[config.mk]
export PLATFORM = sky130hd
export DESIGN_NAME = switchgear_control
export DESIGN_NICKNAME = d
export VERILOG_FILES = /design/src/rtl/switchgear_pkg.sv /design/src/rtl/position_decoder.sv /design/src/rtl/ms_countdown.sv /design/src/rtl/switchgear_control.sv
export VERILOG_INCLUDE_DIRS = /design/src /design/src/rtl
export SDC_FILE = /design/constraint.sdc
export NUM_CORES = 1
export LEC_CHECK = 0
export BUFFER_PORTS_ARGS = -buffer_cell sky130_fd_sc_hd__buf_2
export CAP_MARGIN = 20
export CELL_PAD_IN_SITES_DETAIL_PLACEMENT = 0
export CELL_PAD_IN_SITES_GLOBAL_PLACEMENT = 1
export CORE_MARGIN = 2
export CORE_UTILIZATION = 30
export DETAILED_ROUTE_END_ITERATION = 16
export PLACE_DENSITY = 0.63
export SYNTH_ARGS = -nofsm -noshare
export SYNTH_HDL_FRONTEND = slang
export SYNTH_SLANG_ARGS = --single-unit
[constraint.sdc]
create_clock -name clk_in -period 6.5 [get_ports clk_in]
set_input_delay 0.65 -clock clk_in [delete_from_list [all_inputs] [get_ports clk_in]]
set_output_delay 0.65 -clock clk_in [all_outputs]
set_load 0.005 [all_outputs]
[src/rtl/switchgear_defs.svh]
/*
  Constants for the switchgear control block: position codes, command
  sources, field widths and timing counts.
  Assumes inclusion by bare name from the package and the design modules.
*/
`ifndef SWITCHGEAR_DEFS_SVH
`define SWITCHGEAR_DEFS_SVH

// Position codes
`define POS_CODE_INDET 2'h0
`define POS_CODE_OPEN 2'h1
`define POS_CODE_CLOSED 2'h2
`define POS_CODE_DISTURBED 2'h3

// Earthing interpretation of the auxiliary inputs
`define EARTH_KIND_NONE 2'h0
`define EARTH_KIND_ON_AUX 2'h1
`define EARTH_KIND_OFF_AUX 2'h2

// Binary output source selections
`define RELAY_SRC_NONE 2'h0
`define RELAY_SRC_CLOSE 2'h1
`define RELAY_SRC_OPEN 2'h2
`define RELAY_SRC_TRIP 2'h3

// Field sizes
`define RELAY_ASSIGN_COUNT 7
`define INTERLOCK_COUNT 3
`define TRIP_SOURCE_COUNT 4
`define TIME_WIDTH 16
`define UNIT_WIDTH 4

// Ordinal of the unit that takes protection trips by default
`define FIRST_UNIT_NUMBER 4'h1

// Timer base: times are set in milliseconds
`define TICK_TIME_NS 1000000
`define CLK_PERIOD_NS 8
`define TICK_CYCLES (`TICK_TIME_NS / `CLK_PERIOD_NS)

// Reset values
`define TIMER_RESET 16'h0000

`endif

[src/rtl/switchgear_pkg.sv]
/*
  Types for the switchgear control block: states, position codes and the
  configuration carrier.
  Assumes switchgear_defs.svh is on the include path.
*/
`include "switchgear_defs.svh"

package switchgear_pkg;

  typedef enum logic [1:0] {
    POS_INDET = `POS_CODE_INDET,
    POS_OPEN = `POS_CODE_OPEN,
    POS_CLOSED = `POS_CODE_CLOSED,
    POS_DISTURBED = `POS_CODE_DISTURBED
  } pos_e;

  typedef enum logic [3:0] {
    ST_IDLE = 4'h1,
    ST_SYNC = 4'h2,
    ST_CLOSING = 4'h4,
    ST_OPENING = 4'h8
  } sg_state_e;

  typedef logic [`TIME_WIDTH-1:0] time_t;

  // Per-switchgear configuration, static while operating
  typedef struct packed {
    logic controlled;
    logic break_capable;
    logic invisible;
    logic latched;
    logic gen_to_grid_sync_mode;
    logic [1:0] earth_kind;
    logic [`UNIT_WIDTH-1:0] unit_number;
    time_t t_move_on;
    time_t t_move_off;
    time_t trip_min_hold_time;
    time_t sync_supervision_limit;
    logic [`RELAY_ASSIGN_COUNT-1:0][1:0] relay_sel;
  } sg_config_s;

  // Decoded auxiliary contact state
  typedef struct packed {
    pos_e pos;
    logic earthed;
    logic ready;
    logic removed;
  } sg_status_s;

endpackage

[src/rtl/position_decoder.sv]
/*
  Decodes the closed and open auxiliary contacts into a position code
  and registers the ready, removed and earthed indications.
  Assumes contact inputs are already synchronous to clk_in.
*/
`timescale 1ns/1ns
`include "switchgear_defs.svh"

module position_decoder
  import switchgear_pkg::*;
(
  // Clock, reset, enable
  input wire logic clk_in,
  input wire logic rst_in,
  input wire logic ce_in,
  // Contacts and interpretation
  input wire logic aux_closed_in,
  input wire logic aux_open_in,
  input wire logic ready_in,
  input wire logic removed_in,
  input wire logic [1:0] earth_kind_in,
  // Decoded state
  output sg_status_s status_out
);

  pos_e next_pos;

  // Both contacts true is implausible, neither is travel
  always_comb
  begin
    case ({aux_closed_in, aux_open_in})
      2'b10: next_pos = POS_CLOSED;
      2'b01: next_pos = POS_OPEN;
      2'b11: next_pos = POS_DISTURBED;
      default: next_pos = POS_INDET;
    endcase
  end

  // Registered status
  always_ff @(posedge clk_in or posedge rst_in)
  begin
    if (rst_in)
    begin
      status_out <= '{pos: POS_INDET, earthed: 1'b0, ready: 1'b0,
                      removed: 1'b0};
    end
    else if (ce_in)
    begin
      status_out.pos <= next_pos;
      status_out.ready <= ready_in;
      status_out.removed <= removed_in;
      status_out.earthed <=
        (earth_kind_in == `EARTH_KIND_ON_AUX && aux_closed_in) ||
        (earth_kind_in == `EARTH_KIND_OFF_AUX && aux_open_in);
    end
  end

endmodule

[src/rtl/ms_countdown.sv]
/*
  Millisecond down-counter used for travel, trip hold and sync supervision.
  Assumes tick_in is a one-cycle strobe once per millisecond.
*/
`timescale 1ns/1ns
`include "switchgear_defs.svh"

module ms_countdown
  import switchgear_pkg::*;
(
  // Clock, reset, enable
  input wire logic clk_in,
  input wire logic rst_in,
  input wire logic ce_in,
  input wire logic tick_in,
  // Control
  input wire logic start_in,
  input wire logic stop_in,
  input wire time_t limit_in,
  // State
  output logic running_out,
  output logic expired_out
);

  time_t count;

  // A limit of zero still waits for one tick
  always_ff @(posedge clk_in or posedge rst_in)
  begin
    if (rst_in)
    begin
      count <= `TIMER_RESET;
      running_out <= 1'b0;
      expired_out <= 1'b0;
    end
    else if (ce_in)
    begin
      expired_out <= 1'b0;
      if (start_in)
      begin
        count <= limit_in;
        running_out <= 1'b1;
      end
      else if (stop_in)
        running_out <= 1'b0;
      else if (running_out && tick_in)
      begin
        if (count <= 16'h0001)
        begin
          running_out <= 1'b0;
          expired_out <= 1'b1;
        end
        else
          count <= count - 16'h0001;
      end
    end
  end

endmodule

[src/rtl/switchgear_control.sv]
/*
  Control and supervision of one switchgear: position reporting, gated
  close/open commands with interlocks and travel supervision, trip
  manager with minimum hold and latching, sync supervision, and a
  seven-way binary output assignment.
  Assumes all inputs are synchronous to clk_in and configuration is
  static while commands run.
*/
`timescale 1ns/1ns
`include "switchgear_defs.svh"

module switchgear_control
  import switchgear_pkg::*;
#(
  parameter int TICK_CYCLES = `TICK_CYCLES
)
(
  // Clock, reset, enable
  input wire logic clk_in,
  input wire logic rst_in,
  input wire logic ce_in,
  // Configuration
  input wire sg_config_s config_in,
  // Auxiliary contacts
  input wire logic aux_closed_in,
  input wire logic aux_open_in,
  input wire logic ready_in,
  input wire logic removed_in,
  // Manual commands, local panel or remote
  input wire logic manual_close_in,
  input wire logic manual_open_in,
  input wire logic manual_from_panel_in,
  input wire logic remote_close_in,
  input wire logic remote_open_in,
  input wire logic [`UNIT_WIDTH-1:0] remote_unit_in,
  // External requests and interlocks
  input wire logic external_close_request_in,
  input wire logic external_open_request_in,
  input wire logic [`INTERLOCK_COUNT-1:0] close_interlock_signal_in,
  input wire logic [`INTERLOCK_COUNT-1:0] open_interlock_signal_in,
  // Trip manager
  input wire logic [`TRIP_SOURCE_COUNT-1:0] trip_source_signal_in,
  input wire logic protection_trip_in,
  input wire logic trip_release_ack_in,
  input wire logic sync_ok_in,
  // Status
  output logic [1:0] position_out,
  output logic earthed_out,
  output logic ready_out,
  output logic removed_out,
  output logic cmd_rejected_out,
  output logic cmd_failed_out,
  output logic sync_timeout_out,
  output logic config_valid_out,
  // Commands to the coils
  output logic close_cmd_out,
  output logic open_cmd_out,
  output logic trip_cmd_out,
  output logic relay_out
);

  sg_status_s status;
  sg_state_e state;
  sg_state_e next_state;
  logic [16:0] tick_count;
  logic tick;
  logic is_first_unit;
  logic trip_cause;
  logic trip_cause_q;
  logic trip_latch;
  logic close_req;
  logic open_req;
  logic close_blocked;
  logic open_blocked;
  logic local_ok;
  logic remote_hit;
  logic fail_disturb;
  logic start_close;
  logic start_open;
  logic start_sync;
  logic travel_start;
  logic travel_expired;
  logic hold_running;
  logic sync_running;
  logic sync_expired;
  logic trip_now;
  logic [`RELAY_ASSIGN_COUNT-1:0] relay_hit;
  time_t travel_limit;

  // Contact decoding
  position_decoder decoder (
    .clk_in(clk_in),
    .rst_in(rst_in),
    .ce_in(ce_in),
    .aux_closed_in(aux_closed_in),
    .aux_open_in(aux_open_in),
    .ready_in(ready_in),
    .removed_in(removed_in),
    .earth_kind_in(config_in.earth_kind),
    .status_out(status)
  );

  // Millisecond strobe shared by all timers
  always_ff @(posedge clk_in or posedge rst_in)
  begin
    if (rst_in)
    begin
      tick_count <= 17'h00000;
      tick <= 1'b0;
    end
    else if (ce_in)
    begin
      tick <= (tick_count == 17'(TICK_CYCLES - 1));
      if (tick_count == 17'(TICK_CYCLES - 1))
        tick_count <= 17'h00000;
      else
        tick_count <= tick_count + 17'h00001;
    end
  end

  // Command gating from configuration and sources
  always_comb
  begin
    is_first_unit = (config_in.unit_number == `FIRST_UNIT_NUMBER);
    local_ok = !(manual_from_panel_in && config_in.invisible);
    remote_hit = (remote_unit_in == config_in.unit_number);
    close_req = config_in.controlled &&
      ((manual_close_in && local_ok) ||
       (remote_close_in && remote_hit) ||
       external_close_request_in);
    open_req = config_in.controlled &&
      ((manual_open_in && local_ok) ||
       (remote_open_in && remote_hit) ||
       external_open_request_in);
    close_blocked = |close_interlock_signal_in;
    open_blocked = |open_interlock_signal_in;
    trip_cause = config_in.break_capable &&
      ((|trip_source_signal_in) ||
       (protection_trip_in && is_first_unit));
  end

  // Command sequencer: open has priority, a trip aborts a sync or a close but not an open
  always_comb
  begin
    next_state = state;
    start_close = 1'b0;
    start_open = 1'b0;
    start_sync = 1'b0;
    case (state)
      ST_IDLE:
      begin
        if (trip_now)
          next_state = ST_IDLE;
        else if (open_req && !open_blocked)
        begin
          next_state = ST_OPENING;
          start_open = 1'b1;
        end
        else if (close_req && !close_blocked)
        begin
          if (config_in.gen_to_grid_sync_mode && config_in.break_capable)
          begin
            next_state = ST_SYNC;
            start_sync = 1'b1;
          end
          else
          begin
            next_state = ST_CLOSING;
            start_close = 1'b1;
          end
        end
      end
      ST_SYNC:
      begin
        if (trip_now || sync_expired)
          next_state = ST_IDLE;
        else if (sync_ok_in)
        begin
          next_state = ST_CLOSING;
          start_close = 1'b1;
        end
      end
      ST_CLOSING:
      begin
        if (trip_now || travel_expired || status.pos == POS_CLOSED)
          next_state = ST_IDLE;
      end
      ST_OPENING:
      begin
        if (travel_expired || status.pos == POS_OPEN)
          next_state = ST_IDLE;
      end
      default: next_state = ST_IDLE;
    endcase
    travel_start = start_close || start_open;
    travel_limit = start_close ? config_in.t_move_on :
                   config_in.t_move_off;
  end

  // State register
  always_ff @(posedge clk_in or posedge rst_in)
  begin
    if (rst_in)
      state <= ST_IDLE;
    else if (ce_in)
      state <= next_state;
  end

  // Travel supervision, one shared timer loaded with the limit for the direction
  ms_countdown travel_timer (
    .clk_in(clk_in),
    .rst_in(rst_in),
    .ce_in(ce_in),
    .tick_in(tick),
    .start_in(travel_start),
    .stop_in(next_state == ST_IDLE),
    .limit_in(travel_limit),
    .running_out(),
    .expired_out(travel_expired)
  );

  // Synchronizing supervision window
  ms_countdown sync_timer (
    .clk_in(clk_in),
    .rst_in(rst_in),
    .ce_in(ce_in),
    .tick_in(tick),
    .start_in(start_sync),
    .stop_in(state != ST_SYNC),
    .limit_in(config_in.sync_supervision_limit),
    .running_out(sync_running),
    .expired_out(sync_expired)
  );

  // Minimum trip hold, restarted when the combined trip cause rises from idle
  ms_countdown hold_timer (
    .clk_in(clk_in),
    .rst_in(rst_in),
    .ce_in(ce_in),
    .tick_in(tick),
    .start_in(trip_cause && !trip_cause_q),
    .stop_in(1'b0),
    .limit_in(config_in.trip_min_hold_time),
    .running_out(hold_running),
    .expired_out()
  );

  // Trip stays up while caused, held or latched
  assign trip_now = trip_cause || hold_running || trip_latch;

  // Latch: a new cause wins over a simultaneous acknowledge
  always_ff @(posedge clk_in or posedge rst_in)
  begin
    if (rst_in)
    begin
      trip_cause_q <= 1'b0;
      trip_latch <= 1'b0;
    end
    else if (ce_in)
    begin
      trip_cause_q <= trip_cause;
      if (trip_cause && config_in.latched)
        trip_latch <= 1'b1;
      else if (trip_release_ack_in || !config_in.latched)
        trip_latch <= 1'b0;
    end
  end

  // Failure flag forces the disturbed code until the next command
  always_ff @(posedge clk_in or posedge rst_in)
  begin
    if (rst_in)
    begin
      fail_disturb <= 1'b0;
      sync_timeout_out <= 1'b0;
      cmd_rejected_out <= 1'b0;
    end
    else if (ce_in)
    begin
      if (travel_expired)
        fail_disturb <= 1'b1;
      else if (travel_start)
        fail_disturb <= 1'b0;
      if (sync_expired)
        sync_timeout_out <= 1'b1;
      else if (start_sync)
        sync_timeout_out <= 1'b0;
      cmd_rejected_out <= state == ST_IDLE && !trip_now &&
        ((open_req && open_blocked) ||
         (close_req && close_blocked && !(open_req && !open_blocked)));
    end
  end

  // Per-assignment source match for the binary output
  genvar i;
  generate
    for (i = 0; i < `RELAY_ASSIGN_COUNT; i = i + 1)
    begin : g_relay
      always_comb
      begin
        case (config_in.relay_sel[i])
          `RELAY_SRC_CLOSE: relay_hit[i] = next_state == ST_CLOSING;
          `RELAY_SRC_OPEN: relay_hit[i] = next_state == ST_OPENING;
          `RELAY_SRC_TRIP: relay_hit[i] = trip_now;
          default: relay_hit[i] = 1'b0;
        endcase
      end
    end
  endgenerate

  // Registered outputs
  always_ff @(posedge clk_in or posedge rst_in)
  begin
    if (rst_in)
    begin
      position_out <= `POS_CODE_INDET;
      earthed_out <= 1'b0;
      ready_out <= 1'b0;
      removed_out <= 1'b0;
      cmd_failed_out <= 1'b0;
      config_valid_out <= 1'b0;
      close_cmd_out <= 1'b0;
      open_cmd_out <= 1'b0;
      trip_cmd_out <= 1'b0;
      relay_out <= 1'b0;
    end
    else if (ce_in)
    begin
      position_out <= (fail_disturb || travel_expired) ?
                      POS_DISTURBED : status.pos;
      earthed_out <= status.earthed;
      ready_out <= status.ready;
      removed_out <= status.removed;
      cmd_failed_out <= fail_disturb || travel_expired;
      config_valid_out <= !is_first_unit ||
                          config_in.break_capable;
      close_cmd_out <= next_state == ST_CLOSING;
      open_cmd_out <= next_state == ST_OPENING;
      trip_cmd_out <= trip_now;
      relay_out <= config_in.controlled && (|relay_hit);
    end
  end

endmodule

Word level (Yosys, flattened, before mapping)
Cells that the tools add are included.
{"block": "op_classes", "addsub": 4, "order_cmp": 3, "n_eq_ne": 44, "mux": 71, "reduce_logical": 74}
{"operator": "16-bit two-way mux", "n": 12}
{"operator": "16-bit by 1-bit <= comparator with 1-bit output (second input constant)", "n": 3}
{"operator": "16-bit by 1-bit subtractor with 16-bit output (second input constant)", "n": 3}
{"operator": "1-bit two-way mux", "n": 39}
{"operator": "2-bit equality test (second input constant)", "n": 18}
{"operator": "4-bit two-way mux", "n": 7}
{"operator": "1-bit logical AND", "n": 25}
{"operator": "1-bit one-hot mux with 3 select lines", "n": 7}
{"operator": "2-bit by 1-bit equality test with 1-bit output (second input constant)", "n": 10}
{"operator": "17-bit by 1-bit adder with 17-bit output (second input constant)", "n": 1}
{"operator": "17-bit equality test (second input constant)", "n": 1}
{"operator": "1-bit logical OR", "n": 17}
{"operator": "17-bit two-way mux", "n": 1}
{"operator": "4-bit one-hot mux with 4 select lines", "n": 1}
{"operator": "2-bit nonzero test", "n": 7}
{"operator": "4-bit by 1-bit equality test with 1-bit output (second input constant)", "n": 3}
{"operator": "3-bit AND reduction", "n": 4}
{"operator": "3-bit nonzero test", "n": 4}
{"operator": "4-bit by 3-bit equality test with 1-bit output (second input constant)", "n": 2}
{"operator": "4-bit equality test (second input constant)", "n": 2}
{"operator": "1-bit zero test", "n": 8}
{"operator": "2-bit != test (second input constant)", "n": 4}
{"operator": "4-bit AND reduction", "n": 2}
{"operator": "7-bit OR reduction", "n": 1}
{"operator": "11 further kinds", "n": 14}
{"block": "totals", "ff_bits": 96, "out_inout_bits": 13, "elab_cells": 226}

Logic depth before layout (Yosys ltp)
Gate-level depths: netlist (run 1).
{"block": "depth", "word_depth": 15, "ltp_mapped": 10, "ltp_nobuf": 8}

By module
From an unflattened synthesis (run 1), not the netlist that was laid out.
{"block": "unflattened", "hier_cells": 702, "hier_area_um2": 6154.7}
{"module": "ms_countdown", "n_inst": 3, "cells_each": 141, "area_per_inst_um2": 1166.1, "seq_area_each_um2": 450.4}
{"module": "switchgear_control", "n_inst": 1, "cells_each": 265, "area_per_inst_um2": 2457.4, "seq_area_each_um2": 952.2}
{"module": "position_decoder", "n_inst": 1, "cells_each": 14, "area_per_inst_um2": 198.9, "seq_area_each_um2": 125.1}

Least setup slack after synthesis (run 1)
OpenSTA, ideal clock, no wires.
{"block": "synth_path", "path_type": "input -> register", "from": "input config_in[79] in the netlist's numbering", "to": "register travel_timer.count[2]", "setup_time_ps": 125, "t_arrival_ps": 2644, "required_ps": 6375, "setup_slack_ps": 3730, "path_stages": 9, "path_buffers": 2, "path_cell_list": "or4b_4 o211a_1 buf_6 o2bb2ai_1 o2111ai_1 nor3_4 nor2_4 buf_6 mux2_4"}
{"block": "synth_via", "elab_chain_len": 13, "elab_cells_between_ends": 42, "classes_between": "5 x eq/ne; 16 x mux; 21 x reduce/logical"}
{"element": "start, declared", "line_no": "switchgear_control.sv:23", "source": "input wire sg_config_s config_in,"}
{"element": "4-bit equality test or 4-bit by 1-bit equality test with 1-bit output (tied branches)"}
{"element": "1-bit logical AND, on equally long branches", "line_no": "switchgear_control.sv:129, switchgear_control.sv:139"}
{"element": "1-bit logical OR, on equally long branches", "line_no": "switchgear_control.sv:128, switchgear_control.sv:138"}
{"element": "1-bit logical OR or 1-bit logical AND (tied branches)", "line_no": "switchgear_control.sv:129, switchgear_control.sv:137"}
{"element": "1-bit logical AND or 1-bit logical OR (tied branches)", "line_no": "switchgear_control.sv:127, switchgear_control.sv:249"}
{"element": "1-bit logical AND or 1-bit logical OR (tied branches)", "line_no": "switchgear_control.sv:159, switchgear_control.sv:249"}
{"element": "4-bit two-way mux (tied with other cells)", "line_no": "switchgear_control.sv:159", "source": "else if (close_req && !close_blocked)"}
{"element": "4-bit two-way mux (tied with other cells)", "line_no": "switchgear_control.sv:154", "source": "else if (open_req && !open_blocked)"}
{"element": "4-bit two-way mux (tied with other cells)", "line_no": "switchgear_control.sv:152", "source": "if (trip_now)"}
{"element": "4-bit one-hot mux with 4 select lines or 1-bit one-hot mux with 2 select lines (tied branches)", "line_no": "switchgear_control.sv:149", "source": "case (state)"}
{"element": "4-bit by 1-bit equality test with 1-bit output or 1-bit logical OR (tied branches)", "line_no": "switchgear_control.sv:216, switchgear_control.sv:195"}
{"element": "2-bit != test (no line) or 2-bit nonzero test (tied branches)"}
{"element": "4-bit AND reduction (no line)"}
{"element": "end signal, assigned", "line_no": "ms_countdown.sv:32", "source": "count <= `TIMER_RESET;"}
{"element": "end signal, assigned", "line_no": "ms_countdown.sv:41", "source": "count <= limit_in;"}
{"element": "end signal, assigned", "line_no": "ms_countdown.sv:54", "source": "count <= count - 16'h0001;"}
{"element": "end, declared", "line_no": "ms_countdown.sv:25", "source": "time_t count;"}
Several ways; a longest one is shown, not always the timed one.
A chain may end at the register's enable or synchronous reset.

Worst setup path after layout (run 1)
{"block": "layout_path", "from": "input close_interlock_signal_in[1]", "to": "register sync_timer.count[0]"}
{"block": "layout_via", "elab_chain_len": 9, "elab_cells_between_ends": 12, "classes_between": "2 x eq/ne; 5 x mux; 5 x reduce/logical"}
{"element": "start, declared", "line_no": "switchgear_control.sv:39", "source": "input wire logic [`INTERLOCK_COUNT-1:0] close_interlock_signal_in,"}
{"element": "3-bit OR reduction (*)", "line_no": "switchgear_control.sv:135", "source": "close_blocked = |close_interlock_signal_in;"}
{"element": "1-bit zero test (*)", "line_no": "switchgear_control.sv:159"}
{"element": "1-bit logical AND (*)", "line_no": "switchgear_control.sv:159"}
{"element": "1-bit two-way mux (*)", "line_no": "switchgear_control.sv:159"}
{"element": "1-bit two-way mux (*)", "line_no": "switchgear_control.sv:154"}
{"element": "1-bit two-way mux (*)", "line_no": "switchgear_control.sv:152"}
{"element": "1-bit two-way mux (*)", "line_no": "switchgear_control.sv:149"}
{"element": "2-bit != test (no line) or 2-bit nonzero test (tied branches)"}
{"element": "4-bit AND reduction (no line)"}
{"element": "end signal, assigned", "line_no": "ms_countdown.sv:32"}
{"element": "end signal, assigned", "line_no": "ms_countdown.sv:41"}
{"element": "end signal, assigned", "line_no": "ms_countdown.sv:54"}
{"element": "end, declared", "line_no": "ms_countdown.sv:25"}
Every way passes the cells marked *; elsewhere a longest branch is shown, timed or not.

==> impl_metrics.json, run 1 <==
{
  "p_int_mw": 1.169,
  "start_util": 0.3084,
  "die_h_um": 146.2,
  "synth_ff_type": "dfrtp_1",
  "grt_antenna_before_repair": 2,
  "synth_top_area_cell": "dfrtp_1",
  "detail_route.wl_per_cell_um": 15.16,
  "slew-limit-headroom": 0.3078,
  "fin_skew_ns": 0.005816,
  "grt_util_all_layers": 0.1506,
  "cts_root_buf": "clkbuf_16",
  "cap_violations": 0,
  "power_density_nw_per_um2": 227.4,
  "portBuffers": 132,
  "ys_seq_elements": 96,
  "avgSynthCellArea_um2": 9.255,
  "start_kind": "input port",
  "area_delta_synth_final_pct": 19.77,
  "grt_pass1_wl_um": 26300,
  "numCtsBuffers": 9,
  "cp.arrival_ns": 3.43,
  "drtPass1Iterations": 4,
  "cp.required_ns": 6.77,
  "p_comb_frac": 0.186,
  "status": "completed",
  "grt_pass1_vias": 5324,
  "synth.area.top_cells": "dfrtp_1 (39%), mux2_2 (6.3%), o21ai_0 (4.8%)",
  "fin_tns_setup_ns": 0,
  "ant_nets": 0,
  "coreArea_um2": 19650,
  "seq_area_frac_synth": 0.3965,
  "finalCritPeriodShare": 0.4870,
  "hold_path.class": "input port to asynchronous set/reset pin",
  "drive_above_1_share": 0.2819,
  "setup.worst_path.end_class": "flip-flop",
  "final.min_clock_period_ns": 3.165,
  "grt_max_degree": 60,
  "crit_type": "input port to flip-flop",
  "num_rows": 51,
  "finalWirelength_um": 15820,
  "cts_max_level": 3,
  "rsz0062_at_grt": "false",
  "leakagePower_nw": 3.241,
  "insertion_delay_ns": 0.35,
  "p_sw_frac": 0.2916,
  "grt_overflow": 0,
  "drtIter0Drc": 253,
  "clockBufferDepth": 2,
  "clock-sinks": 96,
  "vias": 5348,
  "hold_buffers": 0,
  "mostFrequentLayoutCell": "buf_2",
  "synth_top_area_share": 0.3922,
  "tightestPinTransition_ns": 1.038,
  "path_max_fanout": 32,
  "drc_errors": 0,
  "cts_resized": 0,
  "final_util": 0.3694,
  "via_per_inst": 5.123,
  "slew_viol_final": 0,
  "dieArea_um2": 21360,
  "die_w_um": 146.2,
  "final_nets": 899,
  "max_freq_mhz": 315.9,
  "clkPwrFrac": 0.350,
  "p_sw_mw": 0.4814,
  "final-setup-viol-count": 0,
  "yosys_warnings": 0,
  "clkSlewWorstSetupHoldPaths_ns": 0.07,
  "netlist_area_um2": 6062,
  "post-dp-hpwl_um": 11620,
  "post-cts-setup-buffer-count": 0,
  "yosysUniqueCellTypes": 71,
  "syn_nets": 782,
  "synth-edff-count": 0,
  "gp_congestion": 0.7644,
  "async_flop_share": 1.000,
  "num_io_pins": 133,
  "irDropWorstVdd_v": 0.0001338,
  "cts_tree": "yes",
  "netlist_instances": 655,
  "timing.final.hold_violations": 0,
  "final_cell_mix": "buf_2 (132), dfrtp_1 (95), nor2_1 (66)",
  "seq_power_share": 0.464
}
[power by group through the flow]
stage          combinational, mW  clock, mW  sequential [mW]
2_1_floorplan              0.215          0            0.754
3_3_place_gp               0.302          0            0.775
3_5_place_dp               0.310          0            0.778
4_1_cts                    0.313      0.601            0.767
5_1_grt                    0.358      0.624            0.782
6_report                   0.307      0.577            0.766
[final timing paths]
check	cells past startpoint	from	to	slack, ns
worst max-delay path	9	close_interlock_signal_in[1]	sync_timer.count[0]	3.33
worst min register to register	1	travel_timer.running_out	travel_timer.running_out	0.48
min in group clk_in	1	travel_timer.running_out	travel_timer.running_out	0.48
worst min-delay path	2	rst_in	hold_timer.count[1]	0.34
max in group asynchronous	3	rst_in	sync_timer.count[15]	4.97
worst max register to register	7	state[0]	sync_timer.count[0]	3.39
[layer usage]
metal  vias to the layer above  share of wire  wire length (um)  GRT usage
li1                       2654              -                 -          -
met4                         2         0.0057                90    0.03010
met1                      2560           0.47              7386     0.2000
met3                         8          0.060               949    0.04594
met5                         -        0.00082                13          0
met2                       124           0.47              7383     0.2443
[area by class of cell]
cell class	instances	area [um2]
Timing Repair Buffer	136	690.7
Sequential cell	96	2404
Inverter	23	88.84
Clock inverter	6	82.58
Fill cell	2064	12390
Multi-Input combinational cell	506	3420
Tap cell	265	331.6
Antenna cell	2	5.005
Clock buffer	10	239.0
[worst max-delay path, stage by stage]
cell     delay [ns]
buf_2          0.11
nor4b_2        0.43
nand2_1        0.09
o21ai_0        0.35
and4b_1        0.95
o21ai_1        0.16
buf_4          0.26
or3_1          0.35
o21ai_0        0.07
[stage by stage]
stage / power [mW] / hold WS, ns / worst slack, ns / instance area (um2) / cells
finish: 1.651 / 0.3367 / 3.335 / 7261 / 1044
global placement: 1.077 / 0.4605 / 3.018 / 6934 / 1026
global route: 1.764 / 0.3654 / 3.005 / 7256 / 1042
detailed placement: 1.088 / 0.4726 / 2.934 / 6934 / 1026
CTS: 1.680 / 0.3475 / 3.321 / 7256 / 1042
floorplan: 0.9689 / 0.4504 / 3.346 / 6062 / 655
[sequential cells by signal, summed over array words and instances, names as in the netlist, 2 cells and up]
register / cells
sync_timer.count: 16
travel_timer.count: 16
tick_count: 17
hold_timer.count: 16
state: 4
position_out: 2
decoder.status_out: 5
[cell usage after synthesis, drive strengths merged (8+ instances only)]
| cell type | number |
|---|---|
| a22oi | 9 |
| nor4b | 8 |
| inv | 23 |
| nand2 | 41 |
| or3 | 12 |
| xor2 | 13 |
| nand3 | 19 |
| o2bb2ai | 10 |
| a31oi | 10 |
| buf | 12 |
| nor2 | 67 |
| dfrtp | 95 |
| nand4 | 10 |
| mux2 | 45 |
| nor3 | 34 |
| a21oi | 38 |
| clkbuf | 18 |
| nor4 | 15 |
| o21ai | 60 |
| xnor2 | 19 |
[logic make-up (layout without fill, tap and decap cells)]
kind of cell             Yosys count  count (layout)  share of synthesized area
AND/OR/NAND/NOR                  237             237                     0.2056
multiplexers                      51              51                     0.1003
AO/OA/AOI/OAI                    179             179                     0.1971
flip-flops                        96              96                     0.3965
adder cells (fa/ha/maj)            7               7                    0.01445
XOR/XNOR                          32              32                    0.04623
other                              0               2                          0
buffers and inverters             53             175                    0.03983
No activity file was read; power rests on OpenSTA's default activity.
==> run 2, diff against run 1 <==
==> constraint.sdc (replaced) <==
create_clock -name clk_in -period 3.1 [get_ports clk_in]
set_input_delay 0.31 -clock clk_in [delete_from_list [all_inputs] [get_ports clk_in]]
set_output_delay 0.31 -clock clk_in [all_outputs]
set_load 0.005 [all_outputs]
==> run 2 against run 1 <==
Net effect:
- the flow now finishes with violations (negative hold slack)
- sequential cell count stayed put
- final cell count grew 1.2%
- combinational power rose by 110%
- setup slack lost 2.9 ns
- clock skew grew 0.0053 ns
- sequential power is 110% higher
- first-iteration DRC count is 13% lower
- wire length grew 4.1%
==> impl_metrics.json, run 2 (same netlist as run 1, synthesis figures left out) <==
{
  "status": "finished with violations",
  "violations": "negative hold slack",
  "max_freq_mhz": 373.8,
  "numCtsBuffers": 9,
  "grt_antenna_before_repair": 1,
  "dieArea_um2": 21360,
  "clockBufferDepth": 2,
  "drc_errors": 0,
  "vias": 5479,
  "post-dp-hpwl_um": 12380,
  "detail_route.wl_per_cell_um": 15.58,
  "largest_reg_flops": 17,
  "coreArea_um2": 19650,
  "cp.arrival_ns": 2.90,
  "post-place-ws_ns": 0.1638,
  "final_util": 0.3728,
  "grt_overflow": 0,
  "fin_tns_setup_ns": 0,
  "hold_buffers": 0,
  "regMostFlops": "tick_count",
  "cap_violations": 0,
  "ant_nets": 0,
  "die_w_um": 146.2,
  "placedCellCount": 1040,
  "grt_pass1_wl_um": 28050,
  "worst_slack_ns": 0.4247,
  "start_util": 0.3084,
  "area_delta_synth_final_pct": 20.87,
  "cts_root_buf": "clkbuf_16",
  "clock-sinks": 96,
  "path_max_fanout": 15,
  "drtIter0Drc": 219,
  "num-fill-cells": 2075,
  "finalWirelength_um": 16470,
  "portBuffers": 132,
  "insertion_delay_ns": 0.35,
  "grt_pass1_vias": 5678,
  "finalCritPeriodShare": 0.8630,
  "via_per_inst": 5.184,
  "clkSlewWorstSetupHoldPaths_ns": 0.07,
  "p_comb_frac": 0.194,
  "final_nets": 913,
  "num_io_pins": 133,
  "tightestPinTransition_ns": 0.6240,
  "cts_tree": "yes",
  "p_sw_mw": 1.031,
  "seq_area_um2": 2404,
  "cts_max_level": 3,
  "crit_type": "flip-flop to flip-flop",
  "cts_resized": 0,
  "power.total_mw": 3.350,
  "multiInputGateArea_um2": 3420,
  "drtPass1Iterations": 4,
  "mostFrequentLayoutCell": "buf_2",
  "post-cts-setup-buffer-count": 0,
  "fin_skew_ns": 0.01113,
  "final-setup-viol-count": 0,
  "final_cells": 1057,
  "setup.worst_path.end_class": "flip-flop",
  "seq_power_share": 0.482,
  "grt_util_all_layers": 0.1593,
  "grt_max_degree": 44,
  "final_cell_mix": "buf_2 (132), dfrtp_1 (95), nor2_1 (66)",
  "leakagePower_nw": 3.286,
  "start_kind": "flip-flop",
  "cp.required_ns": 3.33,
  "timing.final.hold_violations": 4,
  "drive_above_1_share": 0.2933,
  "p_sw_frac": 0.3076,
  "rsz0062_at_grt": "false",
  "num_rows": 51,
  "slew_viol_final": 0,
  "final.min_clock_period_ns": 2.675,
  "die_h_um": 146.2,
  "hold_path.class": "input port to asynchronous set/reset pin",
  "irDropWorstVdd_v": 0.0003292,
  "slew-limit-headroom": 0.5781,
  "p_int_mw": 2.320,
  "power_density_nw_per_um2": 457.2,
  "hold_slack_ns": -0.002408,
  "gp_congestion": 0.7681,
  "clkPwrFrac": 0.324
}
## run 2: path summary, 6_finish.rpt
kind                         startpoint                     end  slack, ns  cells past startpoint
min                              rst_in     hold_timer.count[1]     -0.002                      2
min reg2reg                trip_cmd_out            trip_cmd_out       0.49                      1
max                            state[0]  travel_timer.count[10]       0.42                      7
max reg2reg                    state[0]  travel_timer.count[10]       0.42                      7
min in group clk_in          removed_in   decoder.status_out[0]       0.21                      2
max in group asynchronous        rst_in                state[0]       2.21                      3
## run 2: layout make-up
class,instances,share of cell area
timing repair buffer,150,0.1086
clock buffer,12,0.03501
multi-input combinational,506,0.4667
tap,265,0.04525
inverter,23,0.01212
clock inverter,4,0.003928
sequential,96,0.3280
antenna,1,0.0003415
## run 2: metal layers
layer / share of wire / global-route usage / up-vias
met2: 0.48 / 0.2738 / 128
met5: 0 / 0 / -
met1: 0.46 / 0.1999 / 2656
met3: 0.047 / 0.04219 / 12
li1: - / - / 2683
met4: 0.0085 / 0.03883 / 0
## run 2: worst max-delay path, cell delays in order (launching register included)
cell	delay (ns)
dfstp_2	0.59
nor4b_2	0.36
o211ai_2	0.21
nand2b_1	0.34
a21oi_2	0.18
buf_4	0.25
mux2_2	0.37
mux2_2	0.27
## run 2: through the flow
| stage | hold WS (ns) | instance area, um2 |
|---|---|---|
| floorplan | 0.4504 | 6062 |
| global placement | 0.3900 | 7039 |
| detailed placement | 0.3932 | 7039 |
| CTS | 0.005426 | 7325 |
| global route | 0.01856 | 7327 |
| finish | -0.002408 | 7327 |
## run 2: power by group through the flow
stage	logic, mW	clock network [mW]	registers (mW)
after CTS	0.658	1.13	1.61
after floorplan	0.450	0	1.58
final	0.649	1.09	1.62
after global placement	0.636	0	1.62
after detailed placement	0.657	0	1.63
after global routing	0.739	1.18	1.65
==> run 3, diff against run 2 <==
--- a/config.mk
+++ b/config.mk
@@ -6,14 +6,16 @@
 export SDC_FILE = /design/constraint.sdc
 export NUM_CORES = 1
 export LEC_CHECK = 0
+export ABC_CLOCK_PERIOD_IN_PS = 2450
 export BUFFER_PORTS_ARGS = -buffer_cell sky130_fd_sc_hd__buf_2
 export CAP_MARGIN = 20
 export CELL_PAD_IN_SITES_DETAIL_PLACEMENT = 0
 export CELL_PAD_IN_SITES_GLOBAL_PLACEMENT = 1
+export CORE_ASPECT_RATIO = 2
 export CORE_MARGIN = 2
 export CORE_UTILIZATION = 30
 export DETAILED_ROUTE_END_ITERATION = 16
-export PLACE_DENSITY = 0.63
+export PLACE_DENSITY = 0.66
 export SYNTH_ARGS = -nofsm -noshare
 export SYNTH_HDL_FRONTEND = slang
 export SYNTH_SLANG_ARGS = --single-unit
==> constraint.sdc (replaced) <==
create_clock -name clk_in -period 2.45 [get_ports clk_in]
set_input_delay 0.245 -clock clk_in [delete_from_list [all_inputs] [get_ports clk_in]]
set_output_delay 0.245 -clock clk_in [all_outputs]
set_load 0.005 [all_outputs]
==> run 3 against run 2 <==
Net effect:
- highest routed layer is now met5
- count of clock-buffer cells in the layout decreased by 3
- sequential cell count stayed put
- worst hold slack better by 0.055 ns
- non-clock buffer count is 72 higher
- core utilization is 3.5 points higher
- global-route usage increased by 1.4 points
- first-iteration DRC count down 19%
- the flow now finishes without violations
- wire length rose by 9.2%
- die area grew 0.32%
- clock skew hardly changed
==> impl_metrics.json, run 3 (same netlist as run 1, synthesis figures left out) <==
{
  "status": "completed",
  "coreArea_um2": 19820,
  "rsz0062_at_grt": "true",
  "tightestPinTransition_ns": 0.5570,
  "area_delta_synth_final_pct": 33.23,
  "slew_viol_final": 0,
  "drtIter0Drc": 178,
  "num_rows": 73,
  "regMostFlops": "tick_count",
  "largest_reg_flops": 17,
  "grt_pass1_vias": 6069,
  "finalWirelength_um": 17980,
  "grt_util_all_layers": 0.1733,
  "final_util": 0.4075,
  "post-place-ws_ns": -0.3917,
  "via_per_inst": 5.068,
  "cp.required_ns": 2.69,
  "grt_max_degree": 97,
  "drc_errors": 0,
  "cp.arrival_ns": 2.62,
  "die_h_um": 205.0,
  "ant_nets": 0,
  "numCtsBuffers": 9,
  "start_util": 0.3059,
  "antenna_cells": 0,
  "leakagePower_nw": 3.719,
  "gp_congestion": 0.7995,
  "start_kind": "flip-flop",
  "die_w_um": 104.5,
  "fin_skew_ns": 0.01143,
  "grt_overflow": 0,
  "detail_route.wl_per_cell_um": 15.98,
  "power_density_nw_per_um2": 560.7,
  "drive_above_1_share": 0.3662,
  "hold_path.class": "input port to asynchronous set/reset pin",
  "setup.worst_path.end_class": "flip-flop",
  "fin_tns_setup_ns": 0,
  "cap_violations": 0,
  "finalCritPeriodShare": 0.9716,
  "slew-limit-headroom": 0.6287,
  "final_cell_mix": "buf_2 (132), dfrtp_1 (94), buf_4 (81)",
  "num_io_pins": 133,
  "portBuffers": 132,
  "grt_antenna_before_repair": 1,
  "final_nets": 985,
  "post-dp-hpwl_um": 13600,
  "path_max_fanout": 4,
  "grt_pass1_wl_um": 29610,
  "vias": 5701,
  "power.total_mw": 4.528,
  "final.min_clock_period_ns": 2.380,
  "insertion_delay_ns": 0.36,
  "cts_root_buf": "clkbuf_16",
  "mostFrequentLayoutCell": "buf_2",
  "clock-sinks": 96,
  "timing.final.hold_violations": 0,
  "cts_tree": "yes",
  "worst_slack_ns": 0.06961,
  "reg2reg_slack_ns": 0.07,
  "crit_type": "flip-flop to flip-flop",
  "irDropWorstVdd_v": 0.0003222,
  "final-setup-viol-count": 0,
  "dieArea_um2": 21430,
  "drtPass1Iterations": 4,
  "clockBufferDepth": 2,
  "hold_buffers": 0,
  "cts_max_level": 3,
  "clkSlewWorstSetupHoldPaths_ns": 0.08,
  "max_freq_mhz": 420.1
}
## run 3: changes by cell type in the layout (fill, tap and decap cells not counted), moves of 2 or more
| cell | before | now |
|---|---|---|
| buf_12 | 0 | 6 |
| clkbuf_8 | 2 | 0 |
| nor3_1 | 32 | 30 |
| inv_6 | 0 | 4 |
| buf_4 | 18 | 81 |
| o21ai_0 | 58 | 56 |
| nor3_2 | 0 | 2 |
| buf_6 | 0 | 2 |
## run 3: path summary, 6_finish.rpt
kind                                       start                     end  cells past startpoint
setup / recovery           travel_timer.count[3]  travel_timer.count[13]                      7
hold / removal                            rst_in    hold_timer.count[15]                      3
setup reg to reg           travel_timer.count[3]  travel_timer.count[13]                      7
hold reg to reg                     open_cmd_out            open_cmd_out                      1
max in group asynchronous                 rst_in   travel_timer.count[2]                      3
min in group clk_in                   removed_in   decoder.status_out[0]                      2
## run 3: where the power goes
| group | switching [mW] | internal [mW] |
|---|---|---|
| Sequential | 0.224 | 1.80 |
| Combinational | 0.475 | 0.487 |
| Clock | 0.719 | 0.824 |
| Total | 1.42 | 3.11 |
## run 3: metrics by stage
| stage | std cells | hold slack [ns] | area (um2) |
|---|---|---|---|
| global placement | 1100 | 0.4525 | 7599 |
| finish | 1125 | 0.05222 | 8077 |
| floorplan | 655 | 0.3967 | 6080 |
| CTS | 1119 | 0.06987 | 7980 |
| detailed placement | 1100 | 0.4600 | 7599 |
| global route | 1125 | 0.09768 | 8077 |
## run 3: worst max-delay path, stage by stage, from the launching register on
cell     delay (ns)
dfrtp_1        0.43
nor4_4         0.34
nand4_1        0.29
or2_4          0.32
xnor2_1        0.12
mux2_2         0.26
mux2_2         0.25
mux2_2         0.25
## run 3: final cells by class
type                       instances  area (um2)
clock buffer                       9       225.2
clock inverter                     7       92.59
fill                            2072       11740
inverter                          23       90.09
multi-input combinational        506        3500
sequential                        96        2405
tap                              262       327.8
timing repair buffer             222        1436
## run 3: metal layers
layer,vias up,routed length (um),share of wire,global-route usage
met3,27,588,0.033,0.02609
met2,110,10400,0.58,0.3529
met5,-,7,0.00039,0
li1,2830,-,-,-
met4,2,386,0.021,0.06178
met1,2732,6594,0.37,0.1728
## run 3: repair_timing
item / CTS / global route
pin swaps: 2 / 3
resized for setup: 4 / 14
endpoints found under the setup margin: 19 / 18
cloned: 0 / 1
setup buffers: 3 / 5
